## src/hw/ctd_map.svh

```systemverilog
// Opcode, field, width and reset constants of the instruction timing decoder
`ifndef CTD_MAP_SVH
`define CTD_MAP_SVH
// ----------------------------------------
// Opcodes, exact
// ----------------------------------------
`define CTD_OP_NOP 8'h00
`define CTD_OP_UNUSED 8'ha5
`define CTD_OP_CLRA 8'he4
`define CTD_OP_CPLA 8'hf4
`define CTD_OP_RLA 8'h23
`define CTD_OP_RLCA 8'h33
`define CTD_OP_RRA 8'h03
`define CTD_OP_RRCA 8'h13
`define CTD_OP_SWAPA 8'hc4
`define CTD_OP_MOVDD 8'h85
`define CTD_OP_LOADDP 8'h90
`define CTD_OP_CODEDP 8'h93
`define CTD_OP_CODEPC 8'h83
`define CTD_OP_EXTRDDP 8'he0
`define CTD_OP_EXTWRDP 8'hf0
`define CTD_OP_PUSH 8'hc0
`define CTD_OP_POP 8'hd0
`define CTD_OP_ANLCB 8'h82
`define CTD_OP_ANLCNB 8'hb0
`define CTD_OP_ORLCB 8'h72
`define CTD_OP_ORLCNB 8'ha0
`define CTD_OP_JZ 8'h60
`define CTD_OP_JNZ 8'h70
`define CTD_OP_JC 8'h40
`define CTD_OP_JNC 8'h50
`define CTD_OP_JB 8'h20
`define CTD_OP_JNB 8'h30
`define CTD_OP_BITCLR 8'h10
`define CTD_OP_CMPAD 8'hb5
`define CTD_OP_CMPAI 8'hb4
`define CTD_OP_DECDIR 8'hd5
`define CTD_OP_SHORTJ 8'h80
`define CTD_OP_INDJMP 8'h73
`define CTD_OP_LONGCALL 8'h12
`define CTD_OP_LONGJUMP 8'h02
`define CTD_OP_XRLDI 8'h63
// ----------------------------------------
// Opcode families, upper bits only, plus the page form matched on the low four bits
// ----------------------------------------
`define CTD_HI5_MOVARN 5'h1d
`define CTD_HI5_CMPRN 5'h17
`define CTD_HI5_DECRN 5'h1b
`define CTD_HI7_MOVAIND 7'h73
`define CTD_HI7_EXTRDI 7'h71
`define CTD_HI7_EXTWRI 7'h79
`define CTD_HI7_NIBXCH 7'h6b
`define CTD_HI7_CMPIND 7'h5b
`define CTD_LO4_PAGE 4'h1
// ----------------------------------------
// Lengths, cycle counts and fields
// ----------------------------------------
`define CTD_LEN1 2'h1
`define CTD_LEN2 2'h2
`define CTD_LEN3 2'h3
`define CTD_CYC1 3'h1
`define CTD_CYC2 3'h2
`define CTD_CYC3 3'h3
`define CTD_CYC4 3'h4
`define CTD_SFR_BIT 7
`define CTD_PAGE_LSB 11
`define CTD_RST_ADDR 16'h0000
`define CTD_RST_BYTE 8'h00
`define CTD_RST_CYC 3'h0
`define CTD_RST_LEN 2'h0
`endif

```

## src/hw/ctd_pkg.sv

```systemverilog
// Types shared by the instruction timing decoder files
package ctd_pkg;
	typedef enum logic [2:0] {
		KIND_PLAIN, KIND_COND, KIND_BITCLR, KIND_SHORT, KIND_PAGE, KIND_LONG, KIND_INDJMP
	} ctd_kind_type;
	typedef enum logic [1:0] {REG_NONE, REG_BANK, REG_IND} ctd_reg_type;
	typedef enum logic {ST_IDLE, ST_EXEC} ctd_state_type;
endpackage

```

## src/hw/ctd_op_table.sv

```systemverilog
// Opcode table: length, base cycles and operand kind of each instruction
`timescale 1ns/1ps
`include "ctd_map.svh"
module ctd_op_table
	import ctd_pkg::*;
(
	// Opcode in
	input wire logic [7:0] opcode,
	// Decoded attributes
	output ctd_kind_type kind,
	output ctd_reg_type regMode,
	output logic [1:0] len,
	output logic [2:0] cyc,
	output logic usesDirect,
	output logic relInByte2,
	output logic nibbleOnly,
	output logic carryOp
);
	// ----------------------------------------
	// Decode
	// ----------------------------------------
	// Unlisted opcodes fall to one byte, one cycle; the unused code is a plain no-op
	always_comb begin
		kind = KIND_PLAIN;
		regMode = REG_NONE;
		len = `CTD_LEN1;
		cyc = `CTD_CYC1;
		usesDirect = 1'b0;
		relInByte2 = 1'b0;
		nibbleOnly = 1'b0;
		carryOp = 1'b0;
		if (opcode[7:3] == `CTD_HI5_MOVARN) begin
			regMode = REG_BANK;
		end else if (opcode[7:3] == `CTD_HI5_CMPRN) begin
			kind = KIND_COND;
			regMode = REG_BANK;
			len = `CTD_LEN3;
			cyc = `CTD_CYC3;
			relInByte2 = 1'b1;
		end else if (opcode[7:3] == `CTD_HI5_DECRN) begin
			kind = KIND_COND;
			regMode = REG_BANK;
			len = `CTD_LEN2;
			cyc = `CTD_CYC2;
		end else if (opcode[7:1] == `CTD_HI7_MOVAIND) begin
			regMode = REG_IND;
			cyc = `CTD_CYC2;
		end else if (opcode[7:1] == `CTD_HI7_EXTRDI || opcode[7:1] == `CTD_HI7_EXTWRI) begin
			regMode = REG_IND;
			cyc = `CTD_CYC3;
		end else if (opcode[7:1] == `CTD_HI7_NIBXCH) begin
			regMode = REG_IND;
			cyc = `CTD_CYC2;
			nibbleOnly = 1'b1;
		end else if (opcode[7:1] == `CTD_HI7_CMPIND) begin
			kind = KIND_COND;
			regMode = REG_IND;
			len = `CTD_LEN3;
			cyc = `CTD_CYC4;
			relInByte2 = 1'b1;
		end else if (opcode[3:0] == `CTD_LO4_PAGE) begin
			kind = KIND_PAGE;
			len = `CTD_LEN2;
			cyc = `CTD_CYC3;
		end else begin
			case (opcode)
				`CTD_OP_MOVDD, `CTD_OP_XRLDI: begin
					len = `CTD_LEN3;
					cyc = `CTD_CYC3;
					usesDirect = 1'b1;
				end
				`CTD_OP_LOADDP: begin
					len = `CTD_LEN3;
					cyc = `CTD_CYC3;
				end
				`CTD_OP_CODEDP, `CTD_OP_CODEPC, `CTD_OP_EXTRDDP, `CTD_OP_EXTWRDP: begin
					cyc = `CTD_CYC3;
				end
				`CTD_OP_PUSH, `CTD_OP_POP: begin
					len = `CTD_LEN2;
					cyc = `CTD_CYC2;
					usesDirect = 1'b1;
				end
				`CTD_OP_ANLCB, `CTD_OP_ANLCNB, `CTD_OP_ORLCB, `CTD_OP_ORLCNB: begin
					len = `CTD_LEN2;
					cyc = `CTD_CYC2;
					carryOp = 1'b1;
				end
				`CTD_OP_JZ, `CTD_OP_JNZ, `CTD_OP_JC, `CTD_OP_JNC: begin
					kind = KIND_COND;
					len = `CTD_LEN2;
					cyc = `CTD_CYC2;
				end
				`CTD_OP_JB, `CTD_OP_JNB, `CTD_OP_BITCLR: begin
					kind = (opcode == `CTD_OP_BITCLR) ? KIND_BITCLR : KIND_COND;
					len = `CTD_LEN3;
					cyc = `CTD_CYC3;
					relInByte2 = 1'b1;
				end
				`CTD_OP_CMPAD, `CTD_OP_DECDIR: begin
					kind = KIND_COND;
					len = `CTD_LEN3;
					cyc = `CTD_CYC3;
					relInByte2 = 1'b1;
					usesDirect = 1'b1;
				end
				`CTD_OP_CMPAI: begin
					kind = KIND_COND;
					len = `CTD_LEN3;
					cyc = `CTD_CYC3;
					relInByte2 = 1'b1;
				end
				`CTD_OP_SHORTJ: begin
					kind = KIND_SHORT;
					len = `CTD_LEN2;
					cyc = `CTD_CYC3;
				end
				`CTD_OP_INDJMP: begin
					kind = KIND_INDJMP;
					cyc = `CTD_CYC3;
				end
				`CTD_OP_LONGCALL, `CTD_OP_LONGJUMP: begin
					kind = KIND_LONG;
					len = `CTD_LEN3;
					cyc = `CTD_CYC4;
				end
				default: begin
					kind = KIND_PLAIN;
				end
			endcase
		end
	end
endmodule

```

## src/hw/ctd_timing_decoder.sv

```systemverilog
// Instruction timing decoder: cycle counter, branch targets and operand decode
`timescale 1ns/1ps
`include "ctd_map.svh"
module ctd_timing_decoder
	import ctd_pkg::*;
(
	// Clock and reset
	input wire logic mclk,
	input wire logic nrst,
	// Instruction presented by the fetch unit
	input wire logic opValid,
	input wire logic [7:0] opcode,
	input wire logic [7:0] operand1,
	input wire logic [7:0] operand2,
	input wire logic [15:0] instrAddr,
	// Datapath state
	input wire logic condTrue,
	input wire logic [1:0] bankSel,
	input wire logic [7:0] accValue,
	input wire logic [15:0] dataPointer,
	input wire logic carryIn,
	input wire logic bitValue,
	// Sequencing
	output logic opReady,
	output logic busy,
	output logic instrDone,
	output logic [2:0] cycleIndex,
	output logic [2:0] instrCycles,
	output logic [1:0] instrLen,
	// Flow control
	output logic branchTaken,
	output logic targetValid,
	output logic [15:0] targetAddr,
	output logic [15:0] nextAddr,
	// Operand decode
	output logic directValid,
	output logic directIsSfr,
	output logic regAddrValid,
	output logic [7:0] regAddr,
	output logic nibbleOnly,
	output logic clearBit,
	output logic carryWrite,
	output logic carryOut
);
	// ----------------------------------------
	// Helpers
	// ----------------------------------------
	// Relative target from the address after the branch
	function automatic logic [15:0] ctdRel(input logic [15:0] base, input logic [7:0] disp);
		ctdRel = base + {{8{disp[7]}}, disp};
	endfunction

	// Carry combine; opcodes b0 and a0 take the complemented bit, opcodes 72 and a0 combine by OR
	function automatic logic ctdCarry(input logic [7:0] op, input logic c, input logic b);
		logic bv;
		bv = (op == `CTD_OP_ANLCNB || op == `CTD_OP_ORLCNB) ? ~b : b;
		ctdCarry = (op == `CTD_OP_ORLCB || op == `CTD_OP_ORLCNB) ? (c | bv) : (c & bv);
	endfunction

	ctd_kind_type dKind;
	ctd_reg_type dReg;
	logic [1:0] dLen;
	logic [2:0] dCyc;
	logic dDirect;
	logic dRel2;
	logic dNibble;
	logic dCarry;

	ctd_op_table uTable (
		.opcode(opcode),
		.kind(dKind),
		.regMode(dReg),
		.len(dLen),
		.cyc(dCyc),
		.usesDirect(dDirect),
		.relInByte2(dRel2),
		.nibbleOnly(dNibble),
		.carryOp(dCarry)
	);

	// ----------------------------------------
	// Sequencer
	// ----------------------------------------
	ctd_state_type state, next_state;
	logic [2:0] next_cycleIndex;
	logic [2:0] next_instrCycles;
	logic next_opReady;
	logic next_busy;
	logic next_instrDone;
	logic accept;
	logic taken;

	assign accept = opValid && opReady;
	// A conditional branch pays its extra clock only when it goes
	assign taken = (dKind == KIND_COND || dKind == KIND_BITCLR) ? condTrue : (dKind != KIND_PLAIN);

	// One cycle per clock; no machine-cycle grouping, so a new opcode may enter on the last clock
	always_comb begin
		next_state = state;
		next_cycleIndex = cycleIndex;
		next_instrCycles = instrCycles;
		if (accept) begin
			next_state = ST_EXEC;
			next_cycleIndex = `CTD_CYC1;
			next_instrCycles = dCyc + {2'h0, taken && (dKind == KIND_COND || dKind == KIND_BITCLR)};
		end else begin
			case (state)
				ST_IDLE: begin
					next_cycleIndex = `CTD_RST_CYC;
				end
				ST_EXEC: begin
					if (cycleIndex == instrCycles) begin
						next_state = ST_IDLE;
						next_cycleIndex = `CTD_RST_CYC;
					end else begin
						next_cycleIndex = cycleIndex + `CTD_CYC1;
					end
				end
				default: begin
					next_state = ST_IDLE;
					next_cycleIndex = `CTD_RST_CYC;
				end
			endcase
		end
		next_busy = (next_state == ST_EXEC);
		next_instrDone = next_busy && (next_cycleIndex == next_instrCycles);
		next_opReady = !next_busy || next_instrDone;
	end

	// Sequencer registers
	always_ff @(posedge mclk or negedge nrst) begin
		if (!nrst) begin
			state <= ST_IDLE;
			cycleIndex <= `CTD_RST_CYC;
			instrCycles <= `CTD_RST_CYC;
			opReady <= 1'b1;
			busy <= 1'b0;
			instrDone <= 1'b0;
		end else begin
			state <= next_state;
			cycleIndex <= next_cycleIndex;
			instrCycles <= next_instrCycles;
			opReady <= next_opReady;
			busy <= next_busy;
			instrDone <= next_instrDone;
		end
	end

	// ----------------------------------------
	// Flow control and operands
	// ----------------------------------------
	logic [1:0] next_instrLen;
	logic next_branchTaken, next_targetValid;
	logic [15:0] next_targetAddr, next_nextAddr;
	logic next_directValid, next_directIsSfr, next_regAddrValid;
	logic [7:0] next_regAddr;
	logic next_nibbleOnly, next_clearBit, next_carryWrite, next_carryOut;
	logic [15:0] seqAddr;

	assign seqAddr = instrAddr + {14'h0, dLen};

	// Results are latched on acceptance and held for the whole instruction
	always_comb begin
		next_instrLen = instrLen;
		next_branchTaken = branchTaken;
		next_targetValid = targetValid;
		next_targetAddr = targetAddr;
		next_nextAddr = nextAddr;
		next_directValid = directValid;
		next_directIsSfr = directIsSfr;
		next_regAddrValid = regAddrValid;
		next_regAddr = regAddr;
		next_nibbleOnly = nibbleOnly;
		next_clearBit = clearBit;
		next_carryWrite = carryWrite;
		next_carryOut = carryOut;
		if (accept) begin
			next_instrLen = dLen;
			next_nextAddr = seqAddr;
			next_branchTaken = taken;
			next_targetValid = taken;
			case (dKind)
				KIND_COND, KIND_BITCLR, KIND_SHORT: begin
					next_targetAddr = ctdRel(seqAddr, dRel2 ? operand2 : operand1);
				end
				KIND_PAGE: begin
					next_targetAddr = {seqAddr[15:`CTD_PAGE_LSB], opcode[7:5], operand1};
				end
				KIND_LONG: begin
					next_targetAddr = {operand1, operand2};
				end
				KIND_INDJMP: begin
					next_targetAddr = dataPointer + {8'h00, accValue};
				end
				default: begin
					next_targetAddr = seqAddr;
				end
			endcase
			// The clear variant only clears when it actually branches
			next_clearBit = (dKind == KIND_BITCLR) && condTrue;
			next_directValid = dDirect;
			next_directIsSfr = dDirect && operand1[`CTD_SFR_BIT];
			next_regAddrValid = (dReg != REG_NONE);
			// Only R0/R1 can index; the bank bits keep registers inside the active bank
			case (dReg)
				REG_BANK: next_regAddr = {3'h0, bankSel, opcode[2:0]};
				REG_IND: next_regAddr = {3'h0, bankSel, 2'h0, opcode[0]};
				default: next_regAddr = `CTD_RST_BYTE;
			endcase
			next_nibbleOnly = dNibble;
			next_carryWrite = dCarry;
			next_carryOut = dCarry ? ctdCarry(opcode, carryIn, bitValue) : carryIn;
		end
	end

	// Flow control and operand registers
	always_ff @(posedge mclk or negedge nrst) begin
		if (!nrst) begin
			instrLen <= `CTD_RST_LEN;
			branchTaken <= 1'b0;
			targetValid <= 1'b0;
			targetAddr <= `CTD_RST_ADDR;
			nextAddr <= `CTD_RST_ADDR;
			directValid <= 1'b0;
			directIsSfr <= 1'b0;
			regAddrValid <= 1'b0;
			regAddr <= `CTD_RST_BYTE;
			nibbleOnly <= 1'b0;
			clearBit <= 1'b0;
			carryWrite <= 1'b0;
			carryOut <= 1'b0;
		end else begin
			instrLen <= next_instrLen;
			branchTaken <= next_branchTaken;
			targetValid <= next_targetValid;
			targetAddr <= next_targetAddr;
			nextAddr <= next_nextAddr;
			directValid <= next_directValid;
			directIsSfr <= next_directIsSfr;
			regAddrValid <= next_regAddrValid;
			regAddr <= next_regAddr;
			nibbleOnly <= next_nibbleOnly;
			clearBit <= next_clearBit;
			carryWrite <= next_carryWrite;
			carryOut <= next_carryOut;
		end
	end
endmodule

```

## config.mk

```make
export PLATFORM = sky130hd
export DESIGN_NAME = ctd_timing_decoder
export DESIGN_NICKNAME = d
export VERILOG_FILES = /design/src/hw/ctd_pkg.sv /design/src/hw/ctd_op_table.sv /design/src/hw/ctd_timing_decoder.sv
export VERILOG_INCLUDE_DIRS = /design/src /design/src/hw
export SDC_FILE = /design/constraint.sdc
export NUM_CORES = 1
export LEC_CHECK = 0
export BUFFER_PORTS_ARGS = -buffer_cell sky130_fd_sc_hd__buf_2
export CORE_ASPECT_RATIO = 1.2
export CORE_MARGIN = 2
export CORE_UTILIZATION = 54
export CTS_CLUSTER_DIAMETER = 100
export CTS_CLUSTER_SIZE = 28
export DETAILED_ROUTE_END_ITERATION = 10
export PLACE_DENSITY = 0.82
export SETUP_SLACK_MARGIN = 0.02
export SYNTH_ARGS = -nofsm -noshare
export SYNTH_HDL_FRONTEND = slang
export SYNTH_SLANG_ARGS = --single-unit
```

## constraint.sdc

```tcl
create_clock -name mclk -period 2 [get_ports mclk]
set_input_delay 0.1 -clock mclk [delete_from_list [all_inputs] [get_ports mclk]]
set_output_delay 0.1 -clock mclk [all_outputs]
set_load 0.03 [all_outputs]
```

==> results of run 1 <==
[metrics by stage]
stage | worst slack [ns] | setup TNS, ns | std cells | utilization, % | instance area (um^2)
2_1_floorplan | -2.50 | -40.66 | 603 | - | 5100
3_3_place_gp | -2.67 | -58.11 | 989 | 78.5 | 7020
3_5_place_dp | -2.70 | -60.08 | 989 | 78.5 | 7020
4_1_cts | -2.06 | -42.58 | 1043 | 88.0 | 7870
[routing by layer]
layer  global-route usage (%)  GRT overflow
met3                     45.6             2
met5                    0.521             0
met4                     86.1            74
met2                      100            77
met1                     68.8             0
[cells by family after synthesis]
family                     share of synthesized area [%]
and+or+nand+nor                                     22.1
AOI/OAI and AO/OA                                   24.2
buffers and inverters                               5.41
DFF                                                 28.5
xor gates and xnor gates                            8.36
adders and majority gates                           9.10
muxes                                               2.29
other                                             0.0762
[timing repair]
action / 4_1_cts
hold buffers: 1
buffers inserted: 45
setup endpoints to repair: 37
pin swaps: 60
endpoints found under the hold margin: 56
gates resized for setup: 92
==> flow_summary.toml, run 1 <==
[floorplanning]
die_h_um = 109
ios = 132
die_x_um = 91.2
rows = 38
start_util_pct = 55.1

[logic_synthesis]
synth_cell_types = 72
yosys_register_bits = 56
synth_top_area_cell = "dfrtp_1"
syn_avg_cell_area_um2 = 8.19
synth_top_area_share_pct = 28.0
synth.cells.most_frequent = "89 x nand2_1, 55 x dfrtp_1, 52 x o21ai_0"
netlist_area_um2 = 4920
yosysMostFrequentCell = "nand2_1"
ys_seq_area_share_pct = 28.5
ys.flop_type = "dfrtp_1"
async_flop_share_pct = 100
synth.area.top_cells = "dfrtp_1 28%, ha_1 7.9%, nand2_1 6.8%, o21ai_0 5.3%, xnor2_1 5.2%"
synth_warnings = 0
synthCells = 601
synth_edf_count = 0

[clock_network]
cts_buffers = 5
htree_num_levels = 2
cts-root-buf = "clkbuf_8"
clock-sinks = 56
clockBufferDepth = 2

[timing]
worst_endpoint_kind = "sequential cell input"
worstEndpointGrtRepair = "targetAddr[15]$_DFFE_PN0P_/D"

[status]
lastStage = "5_1_grt"
status = "did not finish"
tool.error = "[ERROR GRT-0232] Routing congestion too high. Check the congestion heatmap in the GUI."

[placement]
hpwlAfterDp_mm = 15.0
io_buffers = 128
place.gp.congestion = 1.06

[global_route]
groute.usage.overall_pct = 73.1
grt_max_degree = 68
gr-total-overflow = 153
==> inputs of run 2 (changes only) <==
--- a/config.mk
+++ b/config.mk
@@ -7,14 +7,10 @@
 export NUM_CORES = 1
 export LEC_CHECK = 0
 export BUFFER_PORTS_ARGS = -buffer_cell sky130_fd_sc_hd__buf_2
-export CORE_ASPECT_RATIO = 1.2
 export CORE_MARGIN = 2
-export CORE_UTILIZATION = 54
-export CTS_CLUSTER_DIAMETER = 100
-export CTS_CLUSTER_SIZE = 28
+export CORE_UTILIZATION = 40
 export DETAILED_ROUTE_END_ITERATION = 10
-export PLACE_DENSITY = 0.82
-export SETUP_SLACK_MARGIN = 0.02
+export PLACE_DENSITY_LB_ADDON = 0.15
 export SYNTH_ARGS = -nofsm -noshare
 export SYNTH_HDL_FRONTEND = slang
 export SYNTH_SLANG_ARGS = --single-unit
==> run 2 against run 1 <==
Net effect:
- the flow now finishes, with violations (negative setup slack)
- synthesized cell count stayed put
- synthesized area unchanged
==> flow_summary.toml, run 2 <==
[status]
status = "finished with violations"
violations = "negative setup slack"

[logic_synthesis]
synth_top_area_share_pct = 28.0
synthAdderAreaFrac_pct = 9.10
synth_top_family_by_area = "compound AO/OA/AOI/OAI gates"
synth_cell_types = 72
synth_edf_count = 0
muxShareOfSynthArea_pct = 2.29
yosysMostFrequentCell = "nand2_1"
netlist_area_um2 = 4920
synthCells = 601
synth.cells.most_frequent = "89 x nand2_1, 55 x dfrtp_1, 52 x o21ai_0"
synth_compound_area_share_pct = 24.2
synth_warnings = 0
yosys_register_bits = 56
synth_top_area_cell = "dfrtp_1"
synthSimpleGateAreaFrac_pct = 22.1
async_flop_share_pct = 100
synthXorXnorAreaFrac_pct = 8.36
ys.flop_type = "dfrtp_1"
synth.area.top_cells = "dfrtp_1 28%, ha_1 7.9%, nand2_1 6.8%, o21ai_0 5.3%, xnor2_1 5.2%"
ys_seq_area_share_pct = 28.5
syn_avg_cell_area_um2 = 8.19

[routing]
viasPerCell = 5.58
drc = 0
final_antenna_net_count = 0
wl_per_cell_um = 18.6
routed_wl_mm = 20.0
drt-initial-drc-count = 406
vias = 5996
dr.pass1.iters = 5

[setup_path]
r2r_slack_ns = 0.18
start_kind = "input pin"
r2r_start = "instrCycles[2]"
crit_path_end_kind = "register"
ff2ff_path_depth = 6
crit_type = "input pin to register"
cp.arrival_ns = 4.38
path_max_fanout = 9
reg2reg_to = "instrDone"
crit_required_ns = 2.20

[clock_network]
cts_buffers = 5
htree_num_levels = 2
cts_tree = "done"
clock-sinks = 56
cts-root-buf = "clkbuf_16"
path_clk_slew_ns = 0.08
clk_latency_ns = 0.30
clockBufferDepth = 2

[timing]
finalCritPeriodShare_pct = 209
setup_slack_ns = -2.18
period_minus_slack_ns = 4.18
worst_pin_slew_ns = 0.613
finalHoldViolCount = 0
slew_headroom_pct = 58.8
rsz0062_at_grt = "true"
slew_violations = 0
fmax_ghz = 0.239
setup_violations = 37
finClkSkew_ns = 0.00540

[layout]
areaGrowthSynthToFinish_pct = 74.3
finalNonFillerCells = 1074
antenna_cells = 0
drive_gt1_share_pct = 56.3
layout_commonest_cell = "buf_4"
layout_common_cells = "178 x buf_4, 123 x buf_2, 75 x nand2_1"
reg_top3 = "nextAddr (16), targetAddr (16), regAddr (5)"
nets = 1032
final_util_pct = 71.4

[min_path]
hold_path_end = "regAddr[4]"
whs_path_depth = 3
min_from = "bankSel[1]"
min_path_type = "input pin to register"

[pwr]
leakagePower_uw = 0.00405
power.total_uw = 7090
p_per_area_nw_per_um2 = 827
ir_drop_v = 0.000425

[floorplanning]
core_area_um2 = 12000
rows = 40
die_area_um2 = 13200
die_h_um = 115
start_util_pct = 41.0
die_x_um = 115
ios = 132

[placement]
place.gp.congestion = 0.932
post-place-ws_ns = -2.77
io_buffers = 128
hpwlAfterDp_mm = 14.7
dp_cells = 1026

[global_route]
antenna_found_initial = 0
grt_pass1_vias = 5754
gr-total-overflow = 0
grt_pass1_wl_mm = 29.9
groute.usage.overall_pct = 28.8
grt_max_degree = 34

[run]
cap_viol_max_count = 0
## run 2: cell families (layout without fill, tap and decap cells)
logic type      Yosys count  count (layout)
simple gates            216             216
fa+ha+maj                34              34
compound gates          179             179
flops                    56              56
buf+inv                  58             382
xor+xnor                 47              47
mux                      10              10
other cells               1               3
## run 2: stage by stage
step	hold WS, ns	instance area (um^2)	setup TNS [ns]
2_1_floorplan	-0.196	5100	-40.72
6_report	0.0347	8580	-41.72
3_5_place_dp	0.118	7110	-59.49
4_1_cts	0.0303	8090	-36.86
5_1_grt	0.0442	8580	-46.81
3_3_place_gp	0.117	7110	-58.38
## run 2: worst max-delay path, cell delays in order
cell and delay [ns]:
buf_6 0.09, buf_4 0.17, and3_4 0.18, nand2_1 0.08
nor3_1 0.06, a2111o_1 0.44, nor4_4 0.31, o21ai_2 0.12
ha_1 0.30, a21oi_2 0.05, or3b_4 0.41, inv_4 0.09
nand2_4 0.06, xnor2_4 0.14, ha_4 0.17, or3_4 0.34
o221a_4 0.28, and3_4 0.16, a211oi_4 0.27, o31ai_2 0.09
xor2_1 0.18, a221oi_2 0.21, nor2_1 0.06
## run 2: cell type report
class	count	area, um^2
clock buffers	5	125
flip-flops and latches	56	1400
fillers	938	3430
well taps	147	184
clock inverters	3	27.5
repair buffers	350	2540
inverters	24	92.6
multi-input cells	489	4210
## run 2: how the worst max path moves through the flow
stage                     cells after the start              to      start
after floorplan                              23  targetAddr[15]  opcode[0]
after global placement                       23  targetAddr[15]  opcode[0]
after detailed placement                     23  targetAddr[15]  opcode[0]
after CTS                                    23  targetAddr[15]  opcode[0]
after global routing                         23  targetAddr[15]  opcode[0]
final                                        23  targetAddr[15]  opcode[0]
## run 2: layer usage
layer | part of all wire, % | vias up | track usage, %
li1 | - | 2836 | -
met4 | 2.5 | 0 | 8.19
met5 | 0 | - | 0
met1 | 46 | 2889 | 42.7
met3 | 7.0 | 36 | 3.58
met2 | 45 | 235 | 44.3
## run 2: what timing repair did
action / in CTS / in global routing
setup endpoints to repair: 37 / 40
pin swaps: 86 / 46
hold buffers: 1 / 0
endpoints found under the hold margin: 22 / 0
resized for setup: 139 / 77
buffers inserted: 33 / 18
## run 2: report_power, final
| part | internal (uW) | switching [uW] |
|---|---|---|
| combinational | 1740 | 2600 |
| clock | 477 | 450 |
| sequential | 1570 | 255 |
| total | 3790 | 3310 |
No activity file was read; power rests on OpenSTA's default activity.
